File: config.mk
export PLATFORM = sky130hd
export DESIGN_NAME = fcb_top
export DESIGN_NICKNAME = d
export VERILOG_FILES = /design/src/hw/fcb_pkg.sv /design/src/hw/fcb_tick.sv /design/src/hw/fcb_top.sv
export SDC_FILE = /design/constraint.sdc
export NUM_CORES = 1
export LEC_CHECK = 0
export BUFFER_PORTS_ARGS = -buffer_cell sky130_fd_sc_hd__buf_4
export CAP_MARGIN = 20
export CORE_MARGIN = 4
export CORE_UTILIZATION = 55
export CTS_CLUSTER_SIZE = 24
export DETAILED_ROUTE_END_ITERATION = 8
export HOLD_SLACK_MARGIN = 0.03
export PLACE_DENSITY = 0.75
export SYNTH_ARGS = -nofsm -noshare
export SYNTH_HDL_FRONTEND = slang
export SYNTH_SLANG_ARGS = --single-unit
File: constraint.sdc
create_clock -name clk -period 4.05 [get_ports clk]
set_input_delay 0.2025 -clock clk [delete_from_list [all_inputs] [get_ports clk]]
set_output_delay 0.2025 -clock clk [all_outputs]
set_load 0.01 [all_outputs]
File: src/hw/fcb_pkg.sv
// constants and types shared by the fault memory and blink display
package fcb_pkg;
  localparam int CLK_HZ = 200_000_000;
  localparam int TICK_MS = 100; // display and pedal timing base
  localparam int TICK_CYC = CLK_HZ / 1000 * TICK_MS;
  localparam int LONG_ON_MS = 600;
  localparam int SHORT_ON_MS = 300;
  localparam int DIGIT_GAP_MS = 1000;
  localparam int CODE_GAP_MS = 1800;
  localparam int WAIT_MS = 3000;
  localparam int ENTRY_MS = 5000;
  localparam int ERASE_MS = 10000;
  localparam logic [7:0] LONG_ON_T = 8'(LONG_ON_MS / TICK_MS);
  localparam logic [7:0] SHORT_ON_T = 8'(SHORT_ON_MS / TICK_MS);
  localparam logic [7:0] DIGIT_GAP_T = 8'(DIGIT_GAP_MS / TICK_MS);
  localparam logic [7:0] CODE_GAP_T = 8'(CODE_GAP_MS / TICK_MS);
  localparam logic [7:0] WAIT_T = 8'(WAIT_MS / TICK_MS);
  localparam logic [7:0] ENTRY_T = 8'(ENTRY_MS / TICK_MS);
  localparam logic [7:0] ERASE_T = 8'(ERASE_MS / TICK_MS);
  localparam logic [2:0] ENTRY_PRESSES = 3'h5;
  localparam logic [3:0] ZERO_FLASHES = 4'hA;
  localparam logic [3:0] LETTER_A = 4'hA;
  localparam logic [3:0] LETTER_FLASHES = 4'hB;
  localparam logic [1:0] LAMP_OFF_COUNT = 2'h3;
  localparam logic [6:0] HIDE_ORD = 7'h28;
  localparam logic [6:0] HIDE_MIS = 7'h50;
  localparam logic [15:0] SPEED_TOL = 16'h0177; // 375 rpm
  localparam logic [15:0] NO_FAULT_CODE = 16'h0000;
  typedef enum logic [3:0] {
    FCB_IDLE = 4'b0001,
    FCB_ON = 4'b0010,
    FCB_OFF = 4'b0100,
    FCB_GAP = 4'b1000
  } fcb_blink_t;
endpackage : fcb_pkg

File: src/hw/fcb_tick.sv
// divider giving a one-cycle tick at the display time base
`timescale 1ns/1ps
`default_nettype none
module fcb_tick #(
  parameter int CYCLES = fcb_pkg::TICK_CYC
) (
  input wire logic clk,
  input wire logic rst_n,
  output logic tick
);
  logic [31:0] cnt_reg;

  // free-running count, pulse on wrap
  always_ff @(posedge clk) begin
    if (!rst_n) begin
      cnt_reg <= 32'h0;
      tick <= 1'b0;
    end else if (cnt_reg == 32'(CYCLES - 1)) begin
      cnt_reg <= 32'h0;
      tick <= 1'b1;
    end else begin
      cnt_reg <= cnt_reg + 32'h1;
      tick <= 1'b0;
    end
  end
endmodule : fcb_tick
`default_nettype wire

File: src/hw/fcb_top.sv
// fault memory, trip counters, lamp control and blink-code display
`timescale 1ns/1ps
`default_nettype none
module fcb_top #(
  parameter int N = 4,
  parameter int TICK_CYCLES = fcb_pkg::TICK_CYC,
  parameter logic [N-1:0] MISFIRE_CLASS = '0,
  parameter logic [16*N-1:0] CODES = '0
) (
  input wire logic clk,
  input wire logic rst_n,
  input wire logic ignition_on,
  input wire logic pedal_pressed,
  input wire logic trip_end,
  input wire logic all_monitors_run,
  input wire logic [N-1:0] fault_detect,
  input wire logic [N-1:0] fault_pass,
  input wire logic [15:0] engine_speed,
  input wire logic [15:0] engine_load,
  output logic fault_lamp,
  output logic self_diag_display_mode,
  output logic [N-1:0] confirmed_fault_code,
  output logic [N-1:0] first_trip_fault_code,
  output logic [N-1:0] confirmed_visible,
  output logic erase_done
);
  logic tick;
  logic [N-1:0] trip_seen_reg;
  logic [N-1:0] ft_snap_valid_reg;
  logic [15:0] snap_speed_reg [N];
  logic [15:0] snap_load_reg [N];
  logic [6:0] hide_cnt_reg [N];
  logic [1:0] off_cnt_reg;
  logic any_fault;
  logic erase_pulse;
  logic [N-1:0] shown;

  fcb_tick #(.CYCLES(TICK_CYCLES)) u_tick (.clk(clk), .rst_n(rst_n), .tick(tick));

  assign any_fault = |fault_detect;

  // similar-condition test against the stored snapshot
  function automatic logic similar(input logic [15:0] spd, input logic [15:0] ld,
                                   input logic [15:0] s_spd, input logic [15:0] s_ld);
    logic [16:0] d;
    logic [19:0] l10;
    logic [19:0] tol;
    d = (spd > s_spd) ? {1'b0, spd - s_spd} : {1'b0, s_spd - spd};
    l10 = (ld > s_ld) ? 20'(ld - s_ld) * 20'hA : 20'(s_ld - ld) * 20'hA;
    tol = {4'h0, s_ld};
    similar = (d <= {1'b0, fcb_pkg::SPEED_TOL}) && (l10 <= tol);
  endfunction : similar

  // per-fault code stores; erase dominates, detection beats clear
  always_ff @(posedge clk) begin
    if (!rst_n) begin
      confirmed_fault_code <= '0;
      first_trip_fault_code <= '0;
      ft_snap_valid_reg <= '0;
      trip_seen_reg <= '0;
    end else begin
      for (int i = 0; i < N; i++) begin
        if (erase_pulse) begin
          confirmed_fault_code[i] <= 1'b0;
          first_trip_fault_code[i] <= 1'b0;
          ft_snap_valid_reg[i] <= 1'b0;
          trip_seen_reg[i] <= 1'b0;
        end else if (fault_detect[i]) begin
          trip_seen_reg[i] <= 1'b1;
          if (first_trip_fault_code[i] && !trip_seen_reg[i]) begin
            confirmed_fault_code[i] <= 1'b1;
            if (MISFIRE_CLASS[i]) ft_snap_valid_reg[i] <= 1'b0;
          end else if (!first_trip_fault_code[i]) begin
            first_trip_fault_code[i] <= 1'b1;
            ft_snap_valid_reg[i] <= 1'b1;
          end
        end else if (fault_pass[i] && MISFIRE_CLASS[i]) begin
          first_trip_fault_code[i] <= 1'b0;
          ft_snap_valid_reg[i] <= 1'b0;
        end else if (trip_end) begin
          trip_seen_reg[i] <= 1'b0;
          if (!MISFIRE_CLASS[i] && all_monitors_run && !trip_seen_reg[i]) begin
            first_trip_fault_code[i] <= 1'b0;
            ft_snap_valid_reg[i] <= 1'b0;
          end
        end
      end
    end
  end

  // snapshot capture on detection
  always_ff @(posedge clk) begin
    for (int i = 0; i < N; i++) begin
      if (!rst_n) begin
        snap_speed_reg[i] <= 16'h0;
        snap_load_reg[i] <= 16'h0;
      end else if (fault_detect[i] && !(first_trip_fault_code[i] && trip_seen_reg[i])) begin
        snap_speed_reg[i] <= engine_speed;
        snap_load_reg[i] <= engine_load;
      end
    end
  end

  // expiry counters hide confirmed codes without forgetting them
  always_ff @(posedge clk) begin
    for (int i = 0; i < N; i++) begin
      if (!rst_n || erase_pulse || fault_detect[i]) begin
        hide_cnt_reg[i] <= 7'h0;
      end else if (trip_end && confirmed_fault_code[i] && !trip_seen_reg[i]) begin
        if (MISFIRE_CLASS[i]) begin
          if (similar(engine_speed, engine_load, snap_speed_reg[i], snap_load_reg[i]) &&
              hide_cnt_reg[i] < fcb_pkg::HIDE_MIS) hide_cnt_reg[i] <= hide_cnt_reg[i] + 7'h1;
        end else if (all_monitors_run && hide_cnt_reg[i] < fcb_pkg::HIDE_ORD) begin
          hide_cnt_reg[i] <= hide_cnt_reg[i] + 7'h1;
        end
      end
    end
  end

  // visibility of confirmed codes
  always_ff @(posedge clk) begin
    for (int i = 0; i < N; i++) begin
      if (!rst_n) confirmed_visible[i] <= 1'b0;
      else confirmed_visible[i] <= confirmed_fault_code[i] && !fault_detect[i] &&
          hide_cnt_reg[i] < (MISFIRE_CLASS[i] ? fcb_pkg::HIDE_MIS : fcb_pkg::HIDE_ORD) ||
          confirmed_fault_code[i] && fault_detect[i];
    end
  end

  // lamp-off counter: malfunction clears, clean full drive counts
  always_ff @(posedge clk) begin
    if (!rst_n || erase_pulse || any_fault) begin
      off_cnt_reg <= 2'h0;
    end else if (trip_end && all_monitors_run && !(|trip_seen_reg) && fault_lamp &&
                 off_cnt_reg != fcb_pkg::LAMP_OFF_COUNT) begin
      off_cnt_reg <= off_cnt_reg + 2'h1;
    end
  end

  // lamp: lit on confirm, off at count 3, blinking in display mode
  logic blink_lamp;
  logic warn_lamp_reg;
  always_ff @(posedge clk) begin
    if (!rst_n || erase_pulse) warn_lamp_reg <= 1'b0;
    else if (|(fault_detect & first_trip_fault_code & ~trip_seen_reg)) warn_lamp_reg <= 1'b1;
    else if (off_cnt_reg == fcb_pkg::LAMP_OFF_COUNT) warn_lamp_reg <= 1'b0;
  end
  always_ff @(posedge clk) begin
    if (!rst_n) fault_lamp <= 1'b0;
    else fault_lamp <= self_diag_display_mode ? blink_lamp : warn_lamp_reg;
  end

  // mode entry and erase from the pedal, in 100 ms ticks
  logic [7:0] mtime_reg;
  logic [7:0] hold_reg;
  logic [2:0] press_reg;
  logic pedal_d_reg;
  logic armed_reg;
  always_ff @(posedge clk) begin
    if (!rst_n || !ignition_on) begin
      self_diag_display_mode <= 1'b0;
      mtime_reg <= 8'h0;
      press_reg <= 3'h0;
      armed_reg <= 1'b0;
      hold_reg <= 8'h0;
      pedal_d_reg <= 1'b0;
      erase_pulse <= 1'b0;
    end else begin
      pedal_d_reg <= pedal_pressed;
      erase_pulse <= 1'b0;
      if (tick && mtime_reg != 8'hFF) mtime_reg <= mtime_reg + 8'h1;
      if (!pedal_pressed) hold_reg <= 8'h0;
      else if (tick && hold_reg != 8'hFF) hold_reg <= hold_reg + 8'h1;
      if (!armed_reg && mtime_reg >= fcb_pkg::WAIT_T && !pedal_pressed) begin
        armed_reg <= 1'b1;
        mtime_reg <= 8'h0;
      end
      if (armed_reg && !self_diag_display_mode) begin
        if (pedal_d_reg && !pedal_pressed && mtime_reg <= fcb_pkg::ENTRY_T) begin
          press_reg <= press_reg + 3'h1;
          if (press_reg + 3'h1 == fcb_pkg::ENTRY_PRESSES) self_diag_display_mode <= 1'b1;
        end
      end
      if (self_diag_display_mode && tick && hold_reg == fcb_pkg::ERASE_T) begin
        erase_pulse <= 1'b1;
      end
    end
  end
  always_ff @(posedge clk) begin
    if (!rst_n) erase_done <= 1'b0;
    else erase_done <= erase_pulse;
  end

  // code list shown: confirmed and first-trip merged; only first-trip if lamp dark
  assign shown = warn_lamp_reg ? (confirmed_visible | first_trip_fault_code)
                               : first_trip_fault_code;

  // blink engine
  fcb_pkg::fcb_blink_t st_reg;
  logic [$clog2(N+1)-1:0] idx_reg;
  logic [1:0] dig_reg;
  logic [3:0] fl_reg;
  logic [7:0] t_reg;
  logic [15:0] code;
  logic [3:0] nib;
  logic [7:0] on_t;
  assign code = (idx_reg == N[$clog2(N+1)-1:0]) ? fcb_pkg::NO_FAULT_CODE
              : CODES[16*idx_reg +: 16];
  assign nib = code[4*(3-dig_reg) +: 4];
  assign on_t = (dig_reg == 2'h0) ? fcb_pkg::LONG_ON_T : fcb_pkg::SHORT_ON_T;

  function automatic logic [3:0] flashes(input logic [3:0] v);
    if (v == 4'h0) flashes = fcb_pkg::ZERO_FLASHES;
    else if (v == fcb_pkg::LETTER_A) flashes = fcb_pkg::LETTER_FLASHES;
    else flashes = v;
  endfunction : flashes

  // next shown code index after cur, or N meaning "0000" when nothing is shown
  function automatic logic [$clog2(N+1)-1:0] next_idx(input logic [$clog2(N+1)-1:0] cur,
                                                      input logic [N-1:0] m);
    next_idx = N[$clog2(N+1)-1:0];
    for (int k = N - 1; k >= 0; k--) begin
      if (m[k] && k > int'(cur)) next_idx = k[$clog2(N+1)-1:0];
    end
    if (next_idx == N[$clog2(N+1)-1:0]) begin
      for (int k = N - 1; k >= 0; k--) begin
        if (m[k]) next_idx = k[$clog2(N+1)-1:0]; // wrap
      end
    end
  endfunction : next_idx

  always_ff @(posedge clk) begin
    if (!rst_n || !self_diag_display_mode) begin
      st_reg <= fcb_pkg::FCB_IDLE;
      blink_lamp <= 1'b0;
      idx_reg <= N[$clog2(N+1)-1:0];
      dig_reg <= 2'h0;
      fl_reg <= 4'h0;
      t_reg <= 8'h0;
    end else if (tick) begin
      unique case (st_reg)
        fcb_pkg::FCB_IDLE: begin
          idx_reg <= next_idx(N[$clog2(N+1)-1:0], shown);
          dig_reg <= 2'h0;
          fl_reg <= 4'h0;
          t_reg <= 8'h1;
          blink_lamp <= 1'b1;
          st_reg <= fcb_pkg::FCB_ON;
        end
        fcb_pkg::FCB_ON: begin
          if (t_reg >= on_t) begin
            blink_lamp <= 1'b0;
            t_reg <= 8'h1;
            fl_reg <= fl_reg + 4'h1;
            if (fl_reg + 4'h1 >= flashes(nib)) st_reg <= fcb_pkg::FCB_GAP;
            else st_reg <= fcb_pkg::FCB_OFF;
          end else t_reg <= t_reg + 8'h1;
        end
        fcb_pkg::FCB_OFF: begin
          if (t_reg >= on_t) begin
            blink_lamp <= 1'b1;
            t_reg <= 8'h1;
            st_reg <= fcb_pkg::FCB_ON;
          end else t_reg <= t_reg + 8'h1;
        end
        fcb_pkg::FCB_GAP: begin
          // last digit waits the code gap, others the digit gap
          if (t_reg >= ((dig_reg == 2'h3) ? fcb_pkg::CODE_GAP_T : fcb_pkg::DIGIT_GAP_T)) begin
            t_reg <= 8'h1;
            fl_reg <= 4'h0;
            blink_lamp <= 1'b1;
            st_reg <= fcb_pkg::FCB_ON;
            dig_reg <= dig_reg + 2'h1;
            if (dig_reg == 2'h3) idx_reg <= next_idx(idx_reg, shown);
          end else t_reg <= t_reg + 8'h1;
        end
      endcase
    end
  end

  // checks
  property p_mode_off;
    @(posedge clk) disable iff (!rst_n) !ignition_on |=> !self_diag_display_mode;
  endproperty
  a_mode_off: assert property (p_mode_off) else $error("mode kept after ignition off");
  property p_cnt_clear;
    @(posedge clk) disable iff (!rst_n) any_fault |=> off_cnt_reg == 2'h0;
  endproperty
  a_cnt_clear: assert property (p_cnt_clear) else $error("lamp-off counter not cleared");
  property p_lamp_off;
    @(posedge clk) disable iff (!rst_n)
      off_cnt_reg == fcb_pkg::LAMP_OFF_COUNT && !any_fault |=> !warn_lamp_reg;
  endproperty
  a_lamp_off: assert property (p_lamp_off) else $error("lamp stayed on at count 3");
  property p_first;
    @(posedge clk) disable iff (!rst_n)
      fault_detect[0] && !erase_pulse |=> first_trip_fault_code[0] || confirmed_fault_code[0];
  endproperty
  a_first: assert property (p_first) else $error("first detection not stored");
  property p_only_ft;
    @(posedge clk) disable iff (!rst_n) !warn_lamp_reg |-> shown == first_trip_fault_code;
  endproperty
  a_only_ft: assert property (p_only_ft) else $error("confirmed code shown with dark lamp");
  property p_erase;
    @(posedge clk) disable iff (!rst_n) erase_pulse |=> confirmed_fault_code == '0;
  endproperty
  a_erase: assert property (p_erase) else $error("erase left codes");
  property p_lamp_mode;
    @(posedge clk) disable iff (!rst_n)
      !self_diag_display_mode ##1 !self_diag_display_mode |-> fault_lamp == $past(warn_lamp_reg);
  endproperty
  a_lamp_mode: assert property (p_lamp_mode) else $error("lamp not following warning");
  property p_long_on;
    @(posedge clk) disable iff (!rst_n)
      st_reg == fcb_pkg::FCB_ON && dig_reg == 2'h0 |-> t_reg <= fcb_pkg::LONG_ON_T;
  endproperty
  a_long_on: assert property (p_long_on) else $error("top digit on time exceeded");
  c_mode: cover property (@(posedge clk) $rose(self_diag_display_mode));
  c_erase: cover property (@(posedge clk) erase_pulse);
  c_gap: cover property (@(posedge clk) st_reg == fcb_pkg::FCB_GAP && dig_reg == 2'h3);
endmodule : fcb_top
`default_nettype wire

# [Word level (Yosys, flattened, before mapping)]
# Memory sizes are Yosys's and may differ from the RTL's.
# Index checks and enable logic that the tools add are counted.
[op_classes] reduce_logical=109 n_addsub=13 bitwise=10 n_eq_ne=23 n_shift=2 n_mux=101 order_cmp=12
[ops] operator="variable part select 64 x 8 -> 16 bit, first input constant" count=1
[ops] operator="2-to-1 mux 3 bit" count=20
[ops] operator="2-to-1 mux 1 bit" count=53
[ops] operator="2-to-1 mux 4 bit" count=13
[ops] operator="logical AND 1 bit" count=48
[ops] operator="variable part select 16 x 33 -> 4 bit" count=1
[ops] operator="adder 32 x 1 -> 32 bit, second input constant" count=1
[ops] operator="equality test 32 x 25 -> 1 bit, second input constant" count=1
[ops] operator="adder 7 x 1 -> 7 bit, second input constant" count=4
[ops] operator="less-than comparator 7 x 6 -> 1 bit, second input constant" count=4
[ops] operator="2-to-1 mux 7 bit" count=4
[ops] operator="adder 8 x 1 -> 8 bit, second input constant" count=3
[ops] operator="one-hot mux 8 bit (3 select lines)" count=1
[ops] operator="nonzero test 2 bit" count=10
[ops] operator="!= test 2 bit, second input constant" count=9
[ops] operator="AND reduction 3 bit" count=6
[ops] operator="2-to-1 mux 16 bit" count=1
[ops] operator="2-to-1 mux 8 bit" count=2
[ops] operator="!= test 8 bit, second input constant" count=2
[ops] operator="one-hot mux 4 bit (4 select lines)" count=1
[ops] operator="zero test 1 bit" count=14
[ops] operator="logical OR 1 bit" count=12
[ops] operator="one-hot mux 4 bit (3 select lines)" count=1
[ops] operator="AND reduction 4 bit" count=3
[ops] operator="34 further kinds" count=55
[totals] input_bits=46 ramBits=28 regBits=99 memories=1 output_inout_bits=15 elab_cells=303
[mem_list] name="hide_cnt_reg" words=4 width=7 read_ports=4 rd_ports_with_merged_regs=0 write_ports=4 line_no="fcb_top.sv:32" rtl="logic [6:0] hide_cnt_reg [N];"

# [Depth between registers and ports, before layout]
[depth] ltp_word=19 depth_mapped=9 ltp_nobuf=9

# [By module]
# A second synthesis with hierarchy kept.
[hier_totals] cells_unflattened=645 area_unflattened_um2=6099.6
[modules_own_cells] mod="fcb_top" instances=1 cells_each=448 seq_area_each_um2=2082.0 area_each_um2=4361.7
[modules_own_cells] mod="fcb_tick" instances=1 cells_each=197 seq_area_each_um2=660.6 area_each_um2=1737.9

# [Least setup slack after synthesis]
# Ideal clock, no wire load.
[synth_timing] kind="flip-flop to flip-flop" startpoint="register dig_reg[0]" endpoint="register fl_reg[2]" t_required_ps=3979 path_stages_with_launch=10 setup_ps=71 period_less_slack_ps=1966 arrival_ps=1896 setup_slack_ps=2084 path_buffers=0 cell_sequence="dfxtp_1 inv_1 ha_1 inv_1 ha_1 nand2_1 o211ai_1 o211ai_2 or4_1 a21oi_1"
[synth_via] elab_chain_len=5 elab_cells_between_ends=9 classes_between="order compare (2); eq/ne (3); mux (2); reduce/logical (2)"
[synth_rtl] item="start, declared" line_no="fcb_top.sv:201" rtl="logic [1:0] dig_reg;"
[synth_rtl] item="start signal, assigned" line_no="fcb_top.sv:273" rtl="dig_reg <= dig_reg + 2'h1;"
[synth_rtl] item="equality test 2 bit or zero test 2 bit (tied branches)" line_no="fcb_top.sv:268, fcb_top.sv:210"
[synth_rtl] item="2-to-1 mux 5 bit or 2-to-1 mux 3 bit (tied branches)" line_no="fcb_top.sv:268, fcb_top.sv:210"
[synth_rtl] item=">= comparator 8 x 5 -> 1 bit or >= comparator 8 x 3 -> 1 bit (tied branches)" line_no="fcb_top.sv:268, fcb_top.sv:251"
[synth_rtl] item="!= test 2 bit (no source line)"
[synth_rtl] item="AND reduction 4 bit (no source line) *"
[synth_rtl] item="end signal, assigned" line_no="fcb_top.sv:254" rtl="fl_reg <= fl_reg + 4'h1;"
[synth_rtl] item="end, declared" line_no="fcb_top.sv:202" rtl="logic [3:0] fl_reg;"
# Every way passes the cells marked *; elsewhere a longest branch is shown, timed or not.
# A chain may end at the register's enable or synchronous reset.

# [Worst setup path in the final report]
[layout_timing] startpoint="register u_tick.cnt_reg[0]" endpoint="register u_tick.cnt_reg[10]"
[layout_via] elab_chain_len=2 elab_cells_between_ends=3 classes_between="add/sub (1); eq/ne (1); reduce/logical (1)"
[layout_rtl] item="start, declared" line_no="fcb_tick.sv:11" rtl="logic [31:0] cnt_reg;"
[layout_rtl] item="start signal, assigned" line_no="fcb_tick.sv:22" rtl="cnt_reg <= cnt_reg + 32'h1;"
[layout_rtl] item="branches (longest 2 deep; another with adder 32 x 1 -> 32 bit)"
# Parallel ways; which one is timed is not known.

==> flow_summary.toml <==
[outcome]
status = "completed"

[pwr]
ir_drop_mv = 0.472
p_int_mw = 2.34
clockPowerShare_pct = 52.0
power_leakage_nw = 2.52
pwr-share-comb_pct = 3.2
pwr_density_cell_nw_per_um2 = 438
power_frac_seq_pct = 44.7
p_sw_mw = 0.573
p_sw_share_pct = 19.7

[die]
die_h_um = 110
dieArea_um2 = 12000
start_util_pct = 57.4
coreArea_um2 = 9910
ios = 61
die_w_um = 110
num_rows = 36

[critical_path]
cp_slowest_cell = "nand2b_1"
reg2regPathDepth = 8
timing.rr.start = "u_tick.cnt_reg[0]"
path_class = "flop to flop"
cp.arrival_ns = 2.79
startpoint_type = "flop"
r2r_end = "u_tick.cnt_reg[10]"
required_ns = 4.45
cp_max_fo = 22
cpPeakStageDelay_ns = 0.64
crit_family = "simple AND/OR/NAND/NOR gates"
worstPathCellList = "ha_1, nand4_1, nor2_1, buf_4, and4_1, nand2b_1, buf_4, nor2_1"
cp.buffers_inverters = 2
endpoint_kind = "flop"
r2r_slack_ns = 1.66

[timing]
holdWs_ns = 0.0569
min_period_ns = 2.39
fmax_mhz = 418
relSlewSlack_pct = 34.1
fin_crit_sh_pct = 59.1
tightest_slew_ns = 0.980
finalHoldViolations = 0
slew_violations = 0
setup_tns_ns = 0
skew_ns = 0.00724
finalSetupViolations = 0
rsz0062_at_grt = "false"

[routing]
drtIter0Drc = 307
routedWlPerCell_um = 14.2
route.detailed.drc = 0
vias = 4499
finalWirelength_um = 11300
dr.pass1.iters = 5
drtAntennaViolNets = 0
routed_via_density = 5.63

[final_layout]
final_common_cell = "nor2_1"
layout-drive-gt1-share_pct = 9.46
nets = 721
largest_reg_flops = 32
finish.utilization_pct = 67.2
n_antenna_cell = 0
area.growth.synth_to_final_pct = 17.1
final_cell_mix = "119 x nor2_1, 95 x dfxtp_1, 37 x nand2_1"

[grt]
grt_max_degree = 23
grt_pass1_wl_um = 19500
track_usage_pct = 20.7
grt_pass1_vias = 4292
grt-ovfl-total = 0
antenna_found_initial = 0

[clock_tree]
cts_num_sinks = 123
hold_buffers = 6
cts_tree = "built"
cts_max_level = 4
clk_pin_slew_ns = 0.05
cts_buffers = 17
post_cts_resized = 0
worst_skew_pair.late_latency_ns = 0.52
cts_root_buffer = "clkbuf_8"
clockBufferDepth = 2
post-cts-setup-buffer-count = 0

[synth]
syn_inst = 614
synth_async_sr_flop_share_pct = 0
ys_seq_area_share_pct = 48.2
synth-edff-count = 28
syn_area_per_cell_um2 = 9.26
ys_seq_elements = 123
yosys_warnings = 0
syn_area_um2 = 5690
ys_types = 53
synth_ff_type = "dfxtp_1"

[worst_hold_path]
min_to = "press_reg[2]"
holdPathStages = 3
hp-start = "ignition_on"
hold_path_class = "input pin to flop"

[placed_design]
portBuffers = 24
dp.final_hpwl_um = 7540
place_congestion = 0.816

[job]
maxCapViolations = 0
## kinds of logic after synthesis
group / Yosys count / share of synthesized area (%)
simple gates: 279 / 24.2
flops: 123 / 48.2
compound gates: 74 / 8.87
xor+xnor: 59 / 9.08
buf+inv: 48 / 3.26
fa+ha+maj: 22 / 4.84
mux: 8 / 1.45
other cells: 1 / 0.0659
## per-layer routing
| metal | vias to the layer above | share of wire, % | routed length (µm) | track usage [%] |
|---|---|---|---|---|
| met5 | - | 0 | 0 | 0 |
| met4 | 0 | 1.9 | 217 | 8.73 |
| met3 | 22 | 4.0 | 456 | 6.22 |
| met2 | 98 | 49 | 5600 | 34.4 |
| met1 | 2157 | 45 | 5070 | 24.8 |
| li1 | 2222 | - | - | - |
## cell usage after synthesis (7+ instances only)
master / n / area [µm²]
clkbuf_1: 12 / 45.0
and4_1: 8 / 70.1
a31oi_1: 7 / 43.8
dfxtp_1: 95 / 1900
nand4_1: 18 / 113
a21oi_1: 23 / 115
and3_1: 14 / 87.6
nand3_1: 30 / 150
nand2_1: 37 / 139
xor2_1: 35 / 307
nor4_1: 7 / 43.8
o21ai_0: 14 / 70.1
and2_1: 7 / 43.8
inv_1: 32 / 120
xnor2_1: 24 / 210
nor3_1: 8 / 40.0
ha_1: 22 / 275
nor2_1: 119 / 447
edfxtp_1: 28 / 841
## power by group through the flow
stage               Clock, mW  Combinational (mW)  Sequential (mW)
detailed placement          0              0.0873             1.33
global placement            0              0.0844             1.33
global route             1.60               0.104             1.31
CTS                      1.55              0.0935             1.30
finish                   1.52              0.0936             1.30
floorplan                   0              0.0506             1.33
## tightest hold or removal path: stages
cell	delay [ns]
buf_4	0.09
nand2_1	0.13
nor2_1	0.12
## stage by stage
step | cells | setup slack (ns) | instance area, µm² | total power, mW
finish | 799 | 1.66 | 6660 | 2.91
global route | 799 | 1.41 | 6660 | 3.01
CTS | 798 | 1.64 | 6650 | 2.95
detailed placement | 760 | 1.68 | 6000 | 1.42
global placement | 760 | 1.71 | 6000 | 1.41
floorplan | 617 | 2.08 | 5700 | 1.38
## worst max-delay path by stage
stage / start / end / slack (ns) / cells after the start
after floorplan: dig_reg[0] / fl_reg[2] / 2.08 / 9
after global placement: u_tick.cnt_reg[0] / u_tick.cnt_reg[16] / 1.71 / 8
after detailed placement: u_tick.cnt_reg[0] / u_tick.cnt_reg[11] / 1.68 / 8
after CTS: u_tick.cnt_reg[0] / u_tick.cnt_reg[10] / 1.64 / 8
after global routing: u_tick.cnt_reg[0] / u_tick.cnt_reg[10] / 1.41 / 8
final: u_tick.cnt_reg[0] / u_tick.cnt_reg[10] / 1.66 / 8
## area by class of cell
class	instances	area, µm²
clock buffers	22	453
clock inverters	10	145
fillers	800	3250
inverters	32	120
multi-input cells	446	2770
flip-flops and latches	123	2740
well taps	133	166
repair buffers	33	260
(Power assumes the default switching activity.)
